## src/common/cycle_seq_pkg.sv

```systemverilog
// constants and types shared by the bus cycle sequencer
// assumes a single clock domain; the register offsets are byte addresses
package cycle_seq_pkg;
  // next-cycle type codes
  localparam logic [1:0] TRANS_I = 2'h0;
  localparam logic [1:0] TRANS_C = 2'h1;
  localparam logic [1:0] TRANS_N = 2'h2;
  localparam logic [1:0] TRANS_S = 2'h3;
  // transfer size codes
  localparam logic [1:0] SIZE_BYTE = 2'h0;
  localparam logic [1:0] SIZE_HALF = 2'h1;
  localparam logic [1:0] SIZE_WORD = 2'h2;
  // instruction and transfer lengths in bytes
  localparam logic [31:0] INC_WIDE = 32'h4;
  localparam logic [31:0] INC_NARROW = 32'h2;
  localparam logic [31:0] INC_HALF = 32'h2;
  localparam logic [31:0] INC_BYTE = 32'h1;
  // opcode_or_data_flag values
  localparam logic FLAG_OPCODE = 1'h0;
  localparam logic FLAG_DATA = 1'h1;
  // register map
  localparam logic [7:0] CTRL_OFFSET = 8'h00;
  localparam logic [7:0] FETCH_OFFSET = 8'h04;
  localparam logic [7:0] STATUS_OFFSET = 8'h08;
  localparam logic [7:0] LINK_OFFSET = 8'h0c;
  localparam int CTRL_RUN_BIT = 0;
  localparam int STATUS_BUSY_BIT = 0;
  localparam int STATUS_STATE_BIT = 1;
  localparam int STATUS_ABSENT_BIT = 2;
  localparam logic CTRL_RUN_RESET = 1'h1;
  localparam logic [31:0] FETCH_RESET = 32'h0;
  localparam logic [31:0] LINK_RESET = 32'h0;
  typedef enum logic [3:0] {
    kind_data,
    kind_branch,
    kind_branch_link,
    kind_long_link_hi,
    kind_long_link_lo,
    kind_branch_exchange,
    kind_mul,
    kind_multi_load,
    kind_multi_store,
    kind_coproc_data_op,
    kind_move_to_coproc,
    kind_move_from_coproc
  } kind_t;
endpackage

```

## src/rtl/cpu_bus_cycle_sequencer.sv

```systemverilog
// bus cycle sequencer: per-instruction cycle types, addresses and sizes
// assumes instruction requests, coprocessor and memory on the same clock
//
// What this block does
// - next type 00 means internal cycle, 01 coprocessor transfer
// - next type 10 nonsequential access, 11 sequential access
// - next type is driven in the cycle before the one it describes
// - address, size, write, opcode flag, state are registered; lock is tied low
// - sequential fetches advance 4 bytes wide, 2 bytes narrow
// - word, halfword or byte transfer chosen by data or opcode width
// - fetch size code 2 in wide state, 1 in narrow state
// - coprocessor absent and busy are acted on one cycle after driving
// - a low clock enable stretches every cycle by the frozen clocks
// - failed condition takes one sequential cycle, nothing more
// - multiply internal cycles end early by operand sign extension
// - coprocessor ops busy-wait, then their own transfer pattern
// - multi load N, S..., I, S; multi store N, S..., I, N
// - branch: compute while prefetching, fetch target, target plus one
// - wide branch with link writes link, then subtracts 4
// - narrow long link: one setup cycle then three-cycle branch
// - narrow link branch fetches target plus 2, subtracts 2 from link
// - exchange branch takes target and state from operand register
// - state output low wide, high narrow, switches in second cycle
`timescale 1ns/100ps
module cpu_bus_cycle_sequencer #(
  parameter int unsigned COUNT_W = 5
) (
  input wire logic clock,
  input wire logic nrst,
  input wire logic cycle_advance_enable,
  input wire logic instr_valid,
  output logic instr_ready,
  input wire cycle_seq_pkg::kind_t instr_kind,
  input wire logic instr_cond_pass,
  input wire logic [31:0] instr_operand,
  input wire logic [COUNT_W-1:0] instr_count,
  input wire logic [1:0] instr_size,
  input wire logic coproc_absent,
  input wire logic coproc_busy,
  output logic [31:0] bus_addr,
  output logic bus_lock,
  output logic [1:0] bus_size,
  output logic bus_write,
  output logic opcode_or_data_flag,
  output logic instruction_state_out,
  output logic [1:0] next_cycle_type,
  output logic [31:0] link_register,
  input wire logic psel,
  input wire logic penable,
  input wire logic pwrite,
  input wire logic [7:0] paddr,
  input wire logic [31:0] pwdata,
  output logic [31:0] prdata,
  output logic pready,
  output logic pslverr
);
  typedef enum logic [3:0] {
    st_idle, st_first, st_br2, st_br3, st_mul,
    st_cp_wait, st_cp_xfer, st_cp_tail, st_beat, st_mem_int
  } state_t;

  state_t state_reg, state_next;
  cycle_seq_pkg::kind_t kind_reg;
  logic cond_reg, store_reg, en, start, last, is_link, absent_set;
  logic [1:0] dsize_reg;
  logic [COUNT_W-1:0] count_reg, count_next;
  logic [31:0] mem_reg, mem_next, fetch_reg, fetch_next;
  logic [31:0] link_reg, link_next, addr_reg, addr_next;
  logic tstate_reg, tstate_next, write_reg, write_next;
  logic flag_reg, flag_next;
  logic [1:0] size_reg, size_next, trans_reg, trans_next;
  logic run_reg, absent_reg;
  logic [31:0] prdata_reg;
  logic apb_wr, mapped;

  function automatic logic [31:0] inc_of(input logic t);
    return t ? cycle_seq_pkg::INC_NARROW : cycle_seq_pkg::INC_WIDE;
  endfunction

  function automatic logic [1:0] fsize_of(input logic t);
    return t ? cycle_seq_pkg::SIZE_HALF : cycle_seq_pkg::SIZE_WORD;
  endfunction

  function automatic logic [31:0] bytes_of(input logic [1:0] s);
    unique case (s)
      cycle_seq_pkg::SIZE_BYTE: return cycle_seq_pkg::INC_BYTE;
      cycle_seq_pkg::SIZE_HALF: return cycle_seq_pkg::INC_HALF;
      default: return cycle_seq_pkg::INC_WIDE;
    endcase
  endfunction

  // m-1 from the multiplier operand
  function automatic logic [1:0] mul_extra(input logic [31:0] op);
    if (&op[31:8] || ~|op[31:8]) return 2'h0;
    else if (&op[31:16] || ~|op[31:16]) return 2'h1;
    else if (&op[31:24] || ~|op[31:24]) return 2'h2;
    else return 2'h3;
  endfunction

  // coprocessor handshake, sampled at the edge closing the driving cycle
  function automatic logic [1:0] cp_trans(input cycle_seq_pkg::kind_t k,
      input logic busy, input logic absent);
    if (absent) return cycle_seq_pkg::TRANS_S;
    else if (busy) return cycle_seq_pkg::TRANS_I;
    else if (k == cycle_seq_pkg::kind_coproc_data_op)
      return cycle_seq_pkg::TRANS_S;
    else return cycle_seq_pkg::TRANS_C;
  endfunction

  assign en = cycle_advance_enable;
  assign start = instr_valid && instr_ready && en;
  assign instr_ready = last && run_reg;
  assign is_link = kind_reg == cycle_seq_pkg::kind_branch_link ||
                   kind_reg == cycle_seq_pkg::kind_long_link_lo;

  always_comb begin
    state_next = state_reg;
    addr_next = addr_reg;
    size_next = size_reg;
    write_next = 1'b0;
    flag_next = cycle_seq_pkg::FLAG_DATA;
    trans_next = trans_reg;
    fetch_next = fetch_reg;
    mem_next = mem_reg;
    count_next = count_reg;
    link_next = link_reg;
    tstate_next = tstate_reg;
    absent_set = 1'b0;
    last = 1'b0;
    unique case (state_reg)
      st_idle, st_br3, st_mem_int, st_cp_tail: last = 1'b1;
      st_first: begin
        if (!cond_reg) begin
          last = 1'b1;
        end else begin
          unique case (kind_reg)
            cycle_seq_pkg::kind_data, cycle_seq_pkg::kind_long_link_hi: begin
              last = 1'b1;
            end
            cycle_seq_pkg::kind_branch, cycle_seq_pkg::kind_branch_link,
            cycle_seq_pkg::kind_long_link_lo,
            cycle_seq_pkg::kind_branch_exchange: begin
              state_next = st_br2;
              if (kind_reg == cycle_seq_pkg::kind_branch_exchange) begin
                tstate_next = mem_reg[0];
                addr_next = {mem_reg[31:1], 1'b0};
              end else begin
                addr_next = mem_reg;
              end
              size_next = fsize_of(tstate_next);
              flag_next = cycle_seq_pkg::FLAG_OPCODE;
              trans_next = cycle_seq_pkg::TRANS_S;
              if (is_link) begin
                link_next = addr_reg;
              end
            end
            cycle_seq_pkg::kind_mul: begin
              state_next = st_mul;
              addr_next = fetch_reg;
              trans_next = count_reg == '0 ? cycle_seq_pkg::TRANS_S
                                           : cycle_seq_pkg::TRANS_I;
              count_next = count_reg - 1'b1;
            end
            cycle_seq_pkg::kind_multi_load,
            cycle_seq_pkg::kind_multi_store: begin
              state_next = st_beat;
              addr_next = mem_reg;
              size_next = dsize_reg;
              write_next = store_reg;
              trans_next = count_reg == '0 ? cycle_seq_pkg::TRANS_I
                                           : cycle_seq_pkg::TRANS_S;
              mem_next = mem_reg + bytes_of(dsize_reg);
              count_next = count_reg - 1'b1;
            end
            default: begin
              if (trans_reg == cycle_seq_pkg::TRANS_I) begin
                state_next = st_cp_wait;
                addr_next = fetch_reg;
                trans_next = cp_trans(kind_reg, coproc_busy, coproc_absent);
                absent_set = coproc_absent;
              end else if (trans_reg == cycle_seq_pkg::TRANS_C) begin
                state_next = st_cp_xfer;
                addr_next = fetch_reg;
                write_next = kind_reg == cycle_seq_pkg::kind_move_to_coproc;
                trans_next = write_next ? cycle_seq_pkg::TRANS_N
                                        : cycle_seq_pkg::TRANS_I;
              end else begin
                last = 1'b1;
              end
            end
          endcase
        end
      end
      st_br2: begin
        state_next = st_br3;
        addr_next = addr_reg + inc_of(tstate_reg);
        flag_next = cycle_seq_pkg::FLAG_OPCODE;
        trans_next = cycle_seq_pkg::TRANS_S;
        fetch_next = addr_reg + inc_of(tstate_reg) + inc_of(tstate_reg);
        if (is_link) begin
          link_next = link_reg - inc_of(tstate_reg);
        end
      end
      st_mul: begin
        if (trans_reg == cycle_seq_pkg::TRANS_S) begin
          last = 1'b1;
        end else begin
          trans_next = count_reg == '0 ? cycle_seq_pkg::TRANS_S
                                       : cycle_seq_pkg::TRANS_I;
          count_next = count_reg - 1'b1;
        end
      end
      st_cp_wait: begin
        if (trans_reg == cycle_seq_pkg::TRANS_I) begin
          trans_next = cp_trans(kind_reg, coproc_busy, coproc_absent);
          absent_set = coproc_absent;
        end else if (trans_reg == cycle_seq_pkg::TRANS_C) begin
          state_next = st_cp_xfer;
          write_next = kind_reg == cycle_seq_pkg::kind_move_to_coproc;
          trans_next = write_next ? cycle_seq_pkg::TRANS_N
                                  : cycle_seq_pkg::TRANS_I;
        end else begin
          last = 1'b1;
        end
      end
      st_cp_xfer: begin
        if (trans_reg == cycle_seq_pkg::TRANS_N) begin
          last = 1'b1;
        end else begin
          state_next = st_cp_tail;
          trans_next = cycle_seq_pkg::TRANS_S;
        end
      end
      st_beat: begin
        if (trans_reg == cycle_seq_pkg::TRANS_I) begin
          state_next = st_mem_int;
          trans_next = store_reg ? cycle_seq_pkg::TRANS_N
                                 : cycle_seq_pkg::TRANS_S;
        end else begin
          addr_next = mem_reg;
          write_next = store_reg;
          trans_next = count_reg == '0 ? cycle_seq_pkg::TRANS_I
                                       : cycle_seq_pkg::TRANS_S;
          mem_next = mem_reg + bytes_of(dsize_reg);
          count_next = count_reg - 1'b1;
        end
      end
    endcase
    if (last) begin
      // a new instruction starts with a prefetch at the fetch pointer
      addr_next = fetch_reg;
      size_next = fsize_of(tstate_reg);
      write_next = 1'b0;
      flag_next = cycle_seq_pkg::FLAG_OPCODE;
      if (start) begin
        state_next = st_first;
        fetch_next = fetch_reg + inc_of(tstate_reg);
        mem_next = instr_operand;
        count_next = instr_count == '0 ? '0 : instr_count - 1'b1;
        if (!instr_cond_pass) begin
          trans_next = cycle_seq_pkg::TRANS_S;
        end else begin
          unique case (instr_kind)
            cycle_seq_pkg::kind_data: trans_next = cycle_seq_pkg::TRANS_S;
            cycle_seq_pkg::kind_long_link_hi: begin
              trans_next = cycle_seq_pkg::TRANS_S;
              link_next = fetch_reg + instr_operand;
            end
            cycle_seq_pkg::kind_mul: begin
              trans_next = cycle_seq_pkg::TRANS_I;
              count_next = COUNT_W'(mul_extra(instr_operand));
            end
            cycle_seq_pkg::kind_coproc_data_op,
            cycle_seq_pkg::kind_move_to_coproc,
            cycle_seq_pkg::kind_move_from_coproc: begin
              trans_next = cp_trans(instr_kind, coproc_busy, coproc_absent);
              absent_set = coproc_absent;
            end
            default: trans_next = cycle_seq_pkg::TRANS_N;
          endcase
        end
      end else begin
        state_next = st_idle;
        trans_next = cycle_seq_pkg::TRANS_I;
      end
    end
  end

  // sequence state, frozen while the clock enable is low
  always_ff @(posedge clock or negedge nrst) begin
    if (!nrst) begin
      state_reg <= st_idle;
      kind_reg <= cycle_seq_pkg::kind_data;
      cond_reg <= 1'b0;
      store_reg <= 1'b0;
      dsize_reg <= cycle_seq_pkg::SIZE_WORD;
      count_reg <= '0;
      mem_reg <= '0;
    end else if (en) begin
      state_reg <= state_next;
      count_reg <= count_next;
      mem_reg <= mem_next;
      if (start) begin
        kind_reg <= instr_kind;
        cond_reg <= instr_cond_pass;
        store_reg <= instr_kind == cycle_seq_pkg::kind_multi_store;
        dsize_reg <= instr_size;
      end
    end
  end

  // bus row of the cycle being entered
  always_ff @(posedge clock or negedge nrst) begin
    if (!nrst) begin
      addr_reg <= cycle_seq_pkg::FETCH_RESET;
      size_reg <= cycle_seq_pkg::SIZE_WORD;
      write_reg <= 1'b0;
      flag_reg <= cycle_seq_pkg::FLAG_OPCODE;
      trans_reg <= cycle_seq_pkg::TRANS_I;
    end else if (en) begin
      addr_reg <= addr_next;
      size_reg <= size_next;
      write_reg <= write_next;
      flag_reg <= flag_next;
      trans_reg <= trans_next;
    end
  end

  // fetch pointer, link and instruction state; a software write to the fetch pointer wins
  always_ff @(posedge clock or negedge nrst) begin
    if (!nrst) begin
      fetch_reg <= cycle_seq_pkg::FETCH_RESET;
      link_reg <= cycle_seq_pkg::LINK_RESET;
      tstate_reg <= 1'b0;
    end else if (en) begin
      link_reg <= link_next;
      tstate_reg <= tstate_next;
      if (apb_wr && paddr == cycle_seq_pkg::FETCH_OFFSET) begin
        fetch_reg <= pwdata;
      end else begin
        fetch_reg <= fetch_next;
      end
    end
  end

  assign bus_addr = addr_reg;
  assign bus_lock = 1'b0; // no locked sequences issued here
  assign bus_size = size_reg;
  assign bus_write = write_reg;
  assign opcode_or_data_flag = flag_reg;
  assign instruction_state_out = tstate_reg;
  assign next_cycle_type = trans_reg;
  assign link_register = link_reg;

  // register slave; a frozen clock stretches the access phase
  assign mapped = paddr == cycle_seq_pkg::CTRL_OFFSET ||
                  paddr == cycle_seq_pkg::FETCH_OFFSET ||
                  paddr == cycle_seq_pkg::STATUS_OFFSET ||
                  paddr == cycle_seq_pkg::LINK_OFFSET;
  assign pready = en;
  assign pslverr = psel && penable && !mapped;
  assign apb_wr = psel && penable && pwrite && mapped;
  assign prdata = prdata_reg;

  always_ff @(posedge clock or negedge nrst) begin
    if (!nrst) begin
      run_reg <= cycle_seq_pkg::CTRL_RUN_RESET;
      absent_reg <= 1'b0;
      prdata_reg <= '0;
    end else if (en) begin
      if (apb_wr && paddr == cycle_seq_pkg::CTRL_OFFSET) begin
        run_reg <= pwdata[cycle_seq_pkg::CTRL_RUN_BIT];
      end
      // set wins over the write-one clear
      if (absent_set) begin
        absent_reg <= 1'b1;
      end else if (apb_wr && paddr == cycle_seq_pkg::STATUS_OFFSET &&
                   pwdata[cycle_seq_pkg::STATUS_ABSENT_BIT]) begin
        absent_reg <= 1'b0;
      end
      if (psel && !penable) begin
        prdata_reg <= '0;
        unique case (paddr)
          cycle_seq_pkg::CTRL_OFFSET:
            prdata_reg[cycle_seq_pkg::CTRL_RUN_BIT] <= run_reg;
          cycle_seq_pkg::FETCH_OFFSET: prdata_reg <= fetch_reg;
          cycle_seq_pkg::STATUS_OFFSET: begin
            prdata_reg[cycle_seq_pkg::STATUS_BUSY_BIT] <= state_reg != st_idle;
            prdata_reg[cycle_seq_pkg::STATUS_STATE_BIT] <= tstate_reg;
            prdata_reg[cycle_seq_pkg::STATUS_ABSENT_BIT] <= absent_reg;
          end
          cycle_seq_pkg::LINK_OFFSET: prdata_reg <= link_reg;
          default: prdata_reg <= '0;
        endcase
      end
    end
  end

  AST_BRANCH_N: assert property (@(posedge clock) disable iff (!nrst)
    start && instr_cond_pass && instr_kind == cycle_seq_pkg::kind_branch
    |=> next_cycle_type == cycle_seq_pkg::TRANS_N)
    else $error("branch first cycle not announcing nonsequential");
  AST_BRANCH_LEN: assert property (@(posedge clock) disable iff (!nrst)
    state_reg == st_br2 && en |=> state_reg == st_br3 && last)
    else $error("branch did not end in its third cycle");
  AST_TARGET_INC: assert property (@(posedge clock) disable iff (!nrst)
    state_reg == st_br2 && en
    |=> bus_addr == $past(bus_addr) + (instruction_state_out ? 32'h2 : 32'h4))
    else $error("third branch fetch not at target plus length");
  AST_FETCH_SIZE: assert property (@(posedge clock) disable iff (!nrst)
    opcode_or_data_flag == cycle_seq_pkg::FLAG_OPCODE
    |-> bus_size == (instruction_state_out ? 2'h1 : 2'h2))
    else $error("opcode fetch size does not match state");
  AST_FETCH_READ: assert property (@(posedge clock) disable iff (!nrst)
    opcode_or_data_flag == cycle_seq_pkg::FLAG_OPCODE |-> !bus_write)
    else $error("opcode fetch marked as write");
  AST_LINK_DEC: assert property (@(posedge clock) disable iff (!nrst)
    state_reg == st_br2 && en && is_link
    |=> link_register == $past(link_register)
                         - (instruction_state_out ? 32'h2 : 32'h4))
    else $error("link register not reduced by instruction length");
  AST_MUL_SHORT: assert property (@(posedge clock) disable iff (!nrst)
    start && instr_cond_pass && instr_kind == cycle_seq_pkg::kind_mul &&
    instr_operand[31:8] == 24'h0
    |=> next_cycle_type == cycle_seq_pkg::TRANS_I
    ##1 (!$past(en) || next_cycle_type == cycle_seq_pkg::TRANS_S))
    else $error("short multiply did not end after one internal cycle");
  AST_UNEXEC: assert property (@(posedge clock) disable iff (!nrst)
    start && !instr_cond_pass
    |=> next_cycle_type == cycle_seq_pkg::TRANS_S && last)
    else $error("failed condition took more than one cycle");
  AST_EXCH_STATE: assert property (@(posedge clock) disable iff (!nrst)
    state_reg == st_first && en && cond_reg &&
    kind_reg == cycle_seq_pkg::kind_branch_exchange
    |=> instruction_state_out == $past(mem_reg[0]))
    else $error("state output not switched in second exchange cycle");
  AST_MULTI_END: assert property (@(posedge clock) disable iff (!nrst)
    state_reg == st_mem_int
    |-> next_cycle_type == (store_reg ? 2'h2 : 2'h3))
    else $error("multiple transfer ended with wrong cycle type");
  AST_FREEZE: assert property (@(posedge clock) disable iff (!nrst)
    !en |=> $stable(bus_addr) && $stable(next_cycle_type) &&
            $stable(state_reg))
    else $error("state moved while clock enable was low");
endmodule

```

## config.mk

```make
export PLATFORM = sky130hd
export DESIGN_NAME = cpu_bus_cycle_sequencer
export DESIGN_NICKNAME = d
export VERILOG_FILES = /design/src/common/cycle_seq_pkg.sv /design/src/rtl/cpu_bus_cycle_sequencer.sv
export SDC_FILE = /design/constraint.sdc
export NUM_CORES = 1
export LEC_CHECK = 0
export BUFFER_PORTS_ARGS = -buffer_cell sky130_fd_sc_hd__buf_2
export CAP_MARGIN = 5
export CORE_ASPECT_RATIO = 1.1
export CORE_MARGIN = 2
export CORE_UTILIZATION = 35
export CTS_BUF_LIST = sky130_fd_sc_hd__clkbuf_8
export DETAILED_ROUTE_END_ITERATION = 6
export MAX_ROUTING_LAYER = met4
export PLACE_DENSITY_LB_ADDON = 0.05
export SLEW_MARGIN = 20
export SYNTH_ARGS = -nofsm -noshare
export SYNTH_HDL_FRONTEND = slang
export SYNTH_SLANG_ARGS = --single-unit
```

## constraint.sdc

```tcl
create_clock -name clock -period 4.1 [get_ports clock]
set_input_delay 0 -clock clock [delete_from_list [all_inputs] [get_ports clock]]
set_output_delay 0 -clock clock [all_outputs]
set_load 0.03 [all_outputs]
```

==> metrics, run 1 <==
Adder-Cell Fraction of Synth Area 4.37%; hold depth 6; Synth top area share 28.8%; library cells used by synthesis 87; area post-placement 0.0176 sq mm; root buffer cell clkbuf_8; Clk Latency, worst-skew pair 0.59 ns; compound-cell area share of the yosys netlist 29.4%; final instance area roughly 0.019 sq mm; CP Class reg -> reg; gr ovfl total 0; register area share after synthesis 29.3%; RSZ-0062 raised after global routing false; initial antenna violation count 0; GRT Util Overall 31.6%; core area 0.0446 sq mm; Post-synth ARST share 100%; DR DRC count 0; crit-path max FO 11; DR iter-0 viols 1566; IO Port Bufs between 150 and 200; CTS Buffer Depth 2; via count about 18000; Final Wtd Congestion 0.906; layout cells sized above 1 14.7%; CTS H-Tree Depth 4; TritonCTS buffer count 17; DR WL/cell around 25 um; final WL 73300 um; Reg2Reg Setup Slack 0.23 ns; RR Startpoint instruction_state_out$_DFFE_PN0P_; largest area contributor in the netlist dfrtp_1; status finished, final reports clean; XOR/XNOR share of the synthesized area around 4.2%; Sum Neg Setup Slack 0 ns; Routed Antenna Nets 0; Avg Cell Area, Syn 7.53 sq um; # setup viols final 0; first drt pass iteration count 5; Leakage Power 0.00810 uW; Slew HR 35.5%; fin util 42.9%; via/cell ratio between 6 and 7; synthesized cell area 0.0159 sq mm; Peak Freq 0.258 GHz; Worst Path Arrival approximately 4.4 ns; Main synth FF type dfrtp_1; Initial Util a little over a third; fin crit period 3.87 ns; Hold Path End kind_reg[0]$_DFFE_PN0P_; Worst Reg2Reg Path Length in Cells 12; CP Launch Type register; fin crit share a little over nine tenths; P&R area growth vs syn 20.5%; Synth warnings 0; CTS tree yes; hold crit path type in -> reg; Seq pwr share approximately 31%; internal power between 5000 and 6000 uW; vias in the first global route approximately 17000; die width 207 um; switch share ~53%; VDD IR-drop max 0.339 mV; hold_sp instr_valid; Worst Max-Slew Pin Slew 0.968 ns; DPL Wire Length 55400 um; simple-gate share of the synthesized area between 20% and 30%; row count just over 80; sw power between 5000 and 6000 uW; Syn Nets approximately 2300; Mapped Cells around 2100; proportion of synthesized area in mux cells 3.16%; pin count of the biggest net entering global routing 108; worst r2r dst fetch_reg[14]$_DFFE_PN0P_; Setup crit end kind register; first-pass GRT wire length 108000 um; Inserted Diodes 0; Clk network pwr share a little over an eighth; Pwr per Cell Area 591 mW/mm^2; synth top area cells dfrtp_1, o21ai_0, a21oi_1; Worst-path clk slew 0.10 ns; die area 0.0471 sq mm; Max Cap Viol 0; combinational power share 55.3%; final setup skew 0.0160 ns; power consumption 11300 uW; clk sinks 186; Final Max Tran Viols 0; Nets 2492; I/O pins 200; setup bufs post-CTS 0; main combinational cell family by area after synthesis compound AO/OA/AOI/OAI gates; final hold vios 0; Die Span Y 227 um; number of flops mapped to enable cells by yosys 0; Worst EP required 4.63 ns; Yosys reg bits about 190
==> layout by cell type (no fill, tap or decap), drive strengths merged, types with 40 or more instances in the layout <==
cell         count
ha              45
nor3            47
dlygate4sd3    104
nand3           63
nand2          246
mux2i           43
nand4           41
a31oi           40
dfrtp          183
inv             52
buf            271
o21ai          231
nor2           178
xnor2           47
a21oi          212
==> synth_stat cells, types with 6 or more instances <==
| cell | number |
|---|---|
| nand2_1 | 246 |
| o21ai_0 | 227 |
| a21oi_1 | 211 |
| dfrtp_1 | 183 |
| nor2_1 | 177 |
| clkbuf_1 | 125 |
| nand3_1 | 63 |
| inv_1 | 50 |
| nor3_1 | 47 |
| xnor2_1 | 47 |
| ha_1 | 45 |
| mux2i_1 | 43 |
| a31oi_1 | 40 |
| nand4_1 | 39 |
| a22oi_1 | 33 |
| and3_1 | 33 |
| nor4_1 | 33 |
| o211ai_1 | 30 |
| o22ai_1 | 29 |
| xor2_1 | 29 |
| a21o_1 | 27 |
| nand2b_1 | 26 |
| a221oi_1 | 21 |
| or3_1 | 19 |
| and2_1 | 17 |
| buf_2 | 17 |
| nor2b_1 | 17 |
| or4_1 | 12 |
| a211oi_1 | 11 |
| and4_1 | 10 |
| buf_1 | 10 |
| o21a_1 | 10 |
| o221ai_1 | 10 |
| a22o_1 | 9 |
| o31ai_1 | 9 |
| a32oi_1 | 8 |
| nor3b_1 | 8 |
| o32ai_1 | 8 |
| or2_2 | 8 |
| a221o_1 | 6 |
| fa_1 | 6 |
| nor4b_1 | 6 |
==> layer usage <==
metal | GRT usage (%) | vias to the layer above | wire length, um
met3 | 5.86 | 127 | 5290
met5 | - | - | 0
met4 | 11.3 | 0 | 2280
li1 | - | 8321 | -
met1 | 43.2 | 8857 | 33900
met2 | 46.7 | 783 | 31900
==> worst max-delay path, stage by stage, from the launching register on <==
cell and delay (ns):
dfrtp_1 0.41, inv_1 0.22, ha_1 0.28, a21o_1 0.26, buf_4 0.21, mux2i_1 0.13, o32ai_1 0.44, o211ai_1 0.39
nor2_2 0.33, xnor2_1 0.22, o221ai_1 0.18, a31oi_1 0.18, dlygate4sd3_1 0.56
==> power by group through the flow <==
stage                     clock network (uW)  registers (uW)  logic (uW)
final                                   1510            3540        6250
after global routing                    1620            3620        6810
after CTS                               1560            3490        6190
after global placement                     0            3520        6010
after floorplan                            0            3330        3820
after detailed placement                   0            3540        6010
==> timing repair <==
action / CTS / global route
hold endpoints to repair: 201 / 0
hold buffers: 104 / 0
gates resized for setup: 0 / 3
endpoints found under the setup margin: 0 / 3
==> stage by stage <==
stage / instances / worst slack (ns) / hold slack, ns
4_1_cts: 2942 / 0.0759 / 0.000825
3_3_place_gp: 2806 / 0.462 / 0.195
6_report: 2942 / 0.228 / 0.0579
5_1_grt: 2942 / 0.00604 / 0.0900
2_1_floorplan: 2109 / 0.324 / -0.296
3_5_place_dp: 2806 / 0.411 / 0.202
==> cell families after synthesis <==
| family | count (synthesis) |
|---|---|
| and+or+nand+nor | 785 |
| AOI/OAI and AO/OA | 754 |
| buffers and inverters | 206 |
| DFF | 186 |
| xor gates and xnor gates | 76 |
| adders and majority gates | 52 |
| muxes | 49 |
| other | 1 |
==> worst max path at each step <==
stage | start | to | cells after the start
floorplan | instruction_state_out$_DFFE_PN0P_ | fetch_reg[31]$_DFFE_PN0P_ | 11
global placement | instruction_state_out$_DFFE_PN0P_ | fetch_reg[31]$_DFFE_PN0P_ | 11
detailed placement | instruction_state_out$_DFFE_PN0P_ | fetch_reg[31]$_DFFE_PN0P_ | 11
CTS | bus_addr[1]$_DFFE_PN0P_ | fetch_reg[14]$_DFFE_PN0P_ | 12
global route | kind_reg[1]$_DFFE_PN0P_ | fetch_reg[14]$_DFFE_PN0P_ | 13
finish | instruction_state_out$_DFFE_PN0P_ | fetch_reg[14]$_DFFE_PN0P_ | 12
==> final cells by class <==
cell class                 count  area, sq um
fill                        4700        25500
multi-input combinational   1717        10400
sequential                   186         4660
timing repair buffer         376         2670
tap                          581          727
clock buffer                  22          303
inverter                      50          188
clock inverter                10          150
Power figures use the tool's default switching activity.
==> run 2, diff against run 1 <==
- RECOVER_POWER: not set -> 50
- SLEW_MARGIN: 20 -> not set
==> metrics, run 2 (synthesis results as in run 1) <==
crit-path max FO 11 (unchanged); die width 207 um (unchanged); final setup skew 0.0182 ns (was 0.0160 ns); Clk network pwr share 13.4% (about the same); fin util 42.8% (was 42.9%); internal power 5350 uW (was 5370 uW); row count 81 (unchanged); initial antenna violation count 0 (unchanged); Worst EP required 4.63 ns (about the same); # setup viols final 0 (unchanged); layout cells sized above 1 12.5% (was 14.7%); most common cell after layout, fill and taps aside nand2_1 (unchanged); gr ovfl total 0 (unchanged); I/O pins 200 (unchanged); kind of cell adding the most delay to the critical path compound AO/OA/AOI/OAI gates (unchanged); Final WS setup 0.205 ns (was 0.228 ns); Setup WS pre-CTS 0.411 ns (unchanged); WP buf/inv 3 (unchanged); core area 0.0446 sq mm (unchanged); GRT Util Overall 31.6% (unchanged); RSZ-0062 raised after global routing false (unchanged); Worst Path Arrival 4.43 ns (was 4.40 ns); crit path cell chain inv_1 -> ha_1 -> a21o_1 -> buf_4 -> mux2i_1 -> o32ai_1 -> o211ai_1 -> nor2_2 -> xnor2_1 -> o221ai_1 -> a31oi_1 -> dlygate4sd3_1 (unchanged); Routed Antenna Nets 0 (unchanged); Die Span Y 227 um (unchanged); DPL Wire Length 55400 um (unchanged); Final Wtd Congestion 0.906 (unchanged); status complete, but fails checks (was finished, final reports clean); Inserted Diodes 0 (unchanged); via count 18027 (was 18088); DR WL/cell 24.9 um (about the same); Clk Latency, worst-skew pair 0.60 ns (was 0.59 ns); Worst-path clk slew 0.10 ns (about the same); Critical-path top delay cell dlygate4sd3_1 (unchanged); Final Max Tran Viols 107 (was 0); hold depth 6 (unchanged); RR Startpoint instruction_state_out$_DFFE_PN0P_ (unchanged); CP Class reg -> reg (unchanged); P&R area growth vs syn 20.1% (was 20.5%); via/cell ratio 6.13 (was 6.15); power consumption 11300 uW (about the same); Hold Path End kind_reg[0]$_DFFE_PN0P_ (unchanged); worst r2r dst fetch_reg[14]$_DFFE_PN0P_ (unchanged); fin crit share 95.0% (was 94.4%); fin crit period 3.90 ns (was 3.87 ns); Max Cap Viol 1 (was 0); Sum Neg Setup Slack 0 ns (unchanged); Leakage Power 0.00788 uW (was 0.00810 uW); Initial Util 35.6% (unchanged); wl on met1 34200 um (was 33900 um); most frequent cells in the layout nand2_1, o21ai_0, a21oi_1, dfrtp_1, nor2_1 (was nand2_1, o21ai_0, a21oi_1, buf_2, dfrtp_1); Pwr per Cell Area 592 mW/mm^2 (was 591 mW/mm^2); vias in the first global route 16950 (unchanged); CTS tree yes (unchanged); Reg2Reg Setup Slack 0.20 ns (was 0.23 ns); final WL 73400 um (was 73300 um); final hold vios 0 (unchanged); DR WL met3 5040 um (was 5290 um); switch share 52.6% (was 52.5%); VDD IR-drop max 0.339 mV (about the same); combinational power share 55.2% (was 55.3%); CP Launch Type register (unchanged); hold_sp instr_valid (unchanged); first-pass GRT wire length 108000 um (unchanged); hold crit path type in -> reg (unchanged); failing checks capacitance limit, slew limit; met2 WL 32000 um (was 31900 um); CTS Buffer Depth 2 (unchanged); IO Port Bufs 198 (unchanged); first drt pass iteration count 5 (unchanged); DR iter-0 viols 1716 (was 1566); Slowest Stage Delay on Critical Path 0.56 ns (about the same); CTS H-Tree Depth 4 (unchanged); TritonCTS buffer count 17 (unchanged); Seq pwr share 31.4% (was 31.3%); root buffer cell clkbuf_8 (unchanged); Slew HR -98.6% (was 35.5%); Nets 2492 (unchanged); Worst Max-Slew Pin Slew 2.98 ns (was 0.968 ns); die area 0.0471 sq mm (unchanged); clk sinks 186 (unchanged); Worst Reg2Reg Path Length in Cells 12 (unchanged); Peak Freq 0.257 GHz (was 0.258 GHz); top sig layer met4 (unchanged); pin count of the biggest net entering global routing 108 (unchanged); sw power 5930 uW (was 5940 uW); DR DRC count 0 (unchanged); Setup crit end kind register (unchanged)
run 2: how the worst max path moves through the flow:
stage,start,to,slack (ns),depth (start not counted)
floorplan,instruction_state_out$_DFFE_PN0P_,fetch_reg[31]$_DFFE_PN0P_,0.32,11
global placement,instruction_state_out$_DFFE_PN0P_,fetch_reg[31]$_DFFE_PN0P_,0.46,11
detailed placement,instruction_state_out$_DFFE_PN0P_,fetch_reg[31]$_DFFE_PN0P_,0.41,11
CTS,bus_addr[1]$_DFFE_PN0P_,fetch_reg[14]$_DFFE_PN0P_,0.08,12
global route,kind_reg[1]$_DFFE_PN0P_,fetch_reg[14]$_DFFE_PN0P_,0.006,13
finish,instruction_state_out$_DFFE_PN0P_,fetch_reg[14]$_DFFE_PN0P_,0.20,12
run 2: final cells by class:
cell class	instances	area, sq um
clock inverter	10	150
inverter	50	188
timing repair buffer	376	2600
clock buffer	22	303
tap	581	727
multi-input combinational	1717	10400
fill	4727	25500
sequential	186	4660
run 2: per-layer routing:
metal / global-route usage, % / up-vias
met5: - / -
met4: 11.3 / 0
met3: 5.86 / 117
met2: 46.7 / 699
met1: 43.2 / 8894
li1: - / 8317
run 2: stage by stage:
stage                     instance area, sq um  hold WS (ns)  instances
after floorplan                          15900        -0.296       2109
after global placement                   17600         0.195       2806
after detailed placement                 17600         0.202       2806
after CTS                                19100      0.000825       2942
after global routing                     19100        0.0901       2942
final                                    19100        0.0607       2942
run 2: power groups by stage:
| stage | logic (uW) | clock network [uW] | registers [uW] |
|---|---|---|---|
| 2_1_floorplan | 3820 | 0 | 3330 |
| 3_3_place_gp | 6010 | 0 | 3520 |
| 3_5_place_dp | 6010 | 0 | 3540 |
| 4_1_cts | 6190 | 1560 | 3490 |
| 5_1_grt | 6790 | 1620 | 3620 |
| 6_report | 6230 | 1510 | 3550 |
run 2: timing repair:
action / in CTS / in global routing
hold buffers: 104 / 0
resized for setup: 0 / 3
setup buffers: 0 / 0
hold endpoints to repair: 201 / 0
endpoints found under the setup margin: 0 / 3
run 2: worst reg2reg max path: cells and delay by family, from the launching register on:
kind | cells | cell delay, ns
adders and majority gates | 1 | 0.28
muxes | 1 | 0.13
buffers and inverters | 3 | 0.99
xor gates and xnor gates | 1 | 0.22
and+or+nand+nor | 1 | 0.33
DFF | 1 | 0.41
AOI/OAI and AO/OA | 5 | 1.48
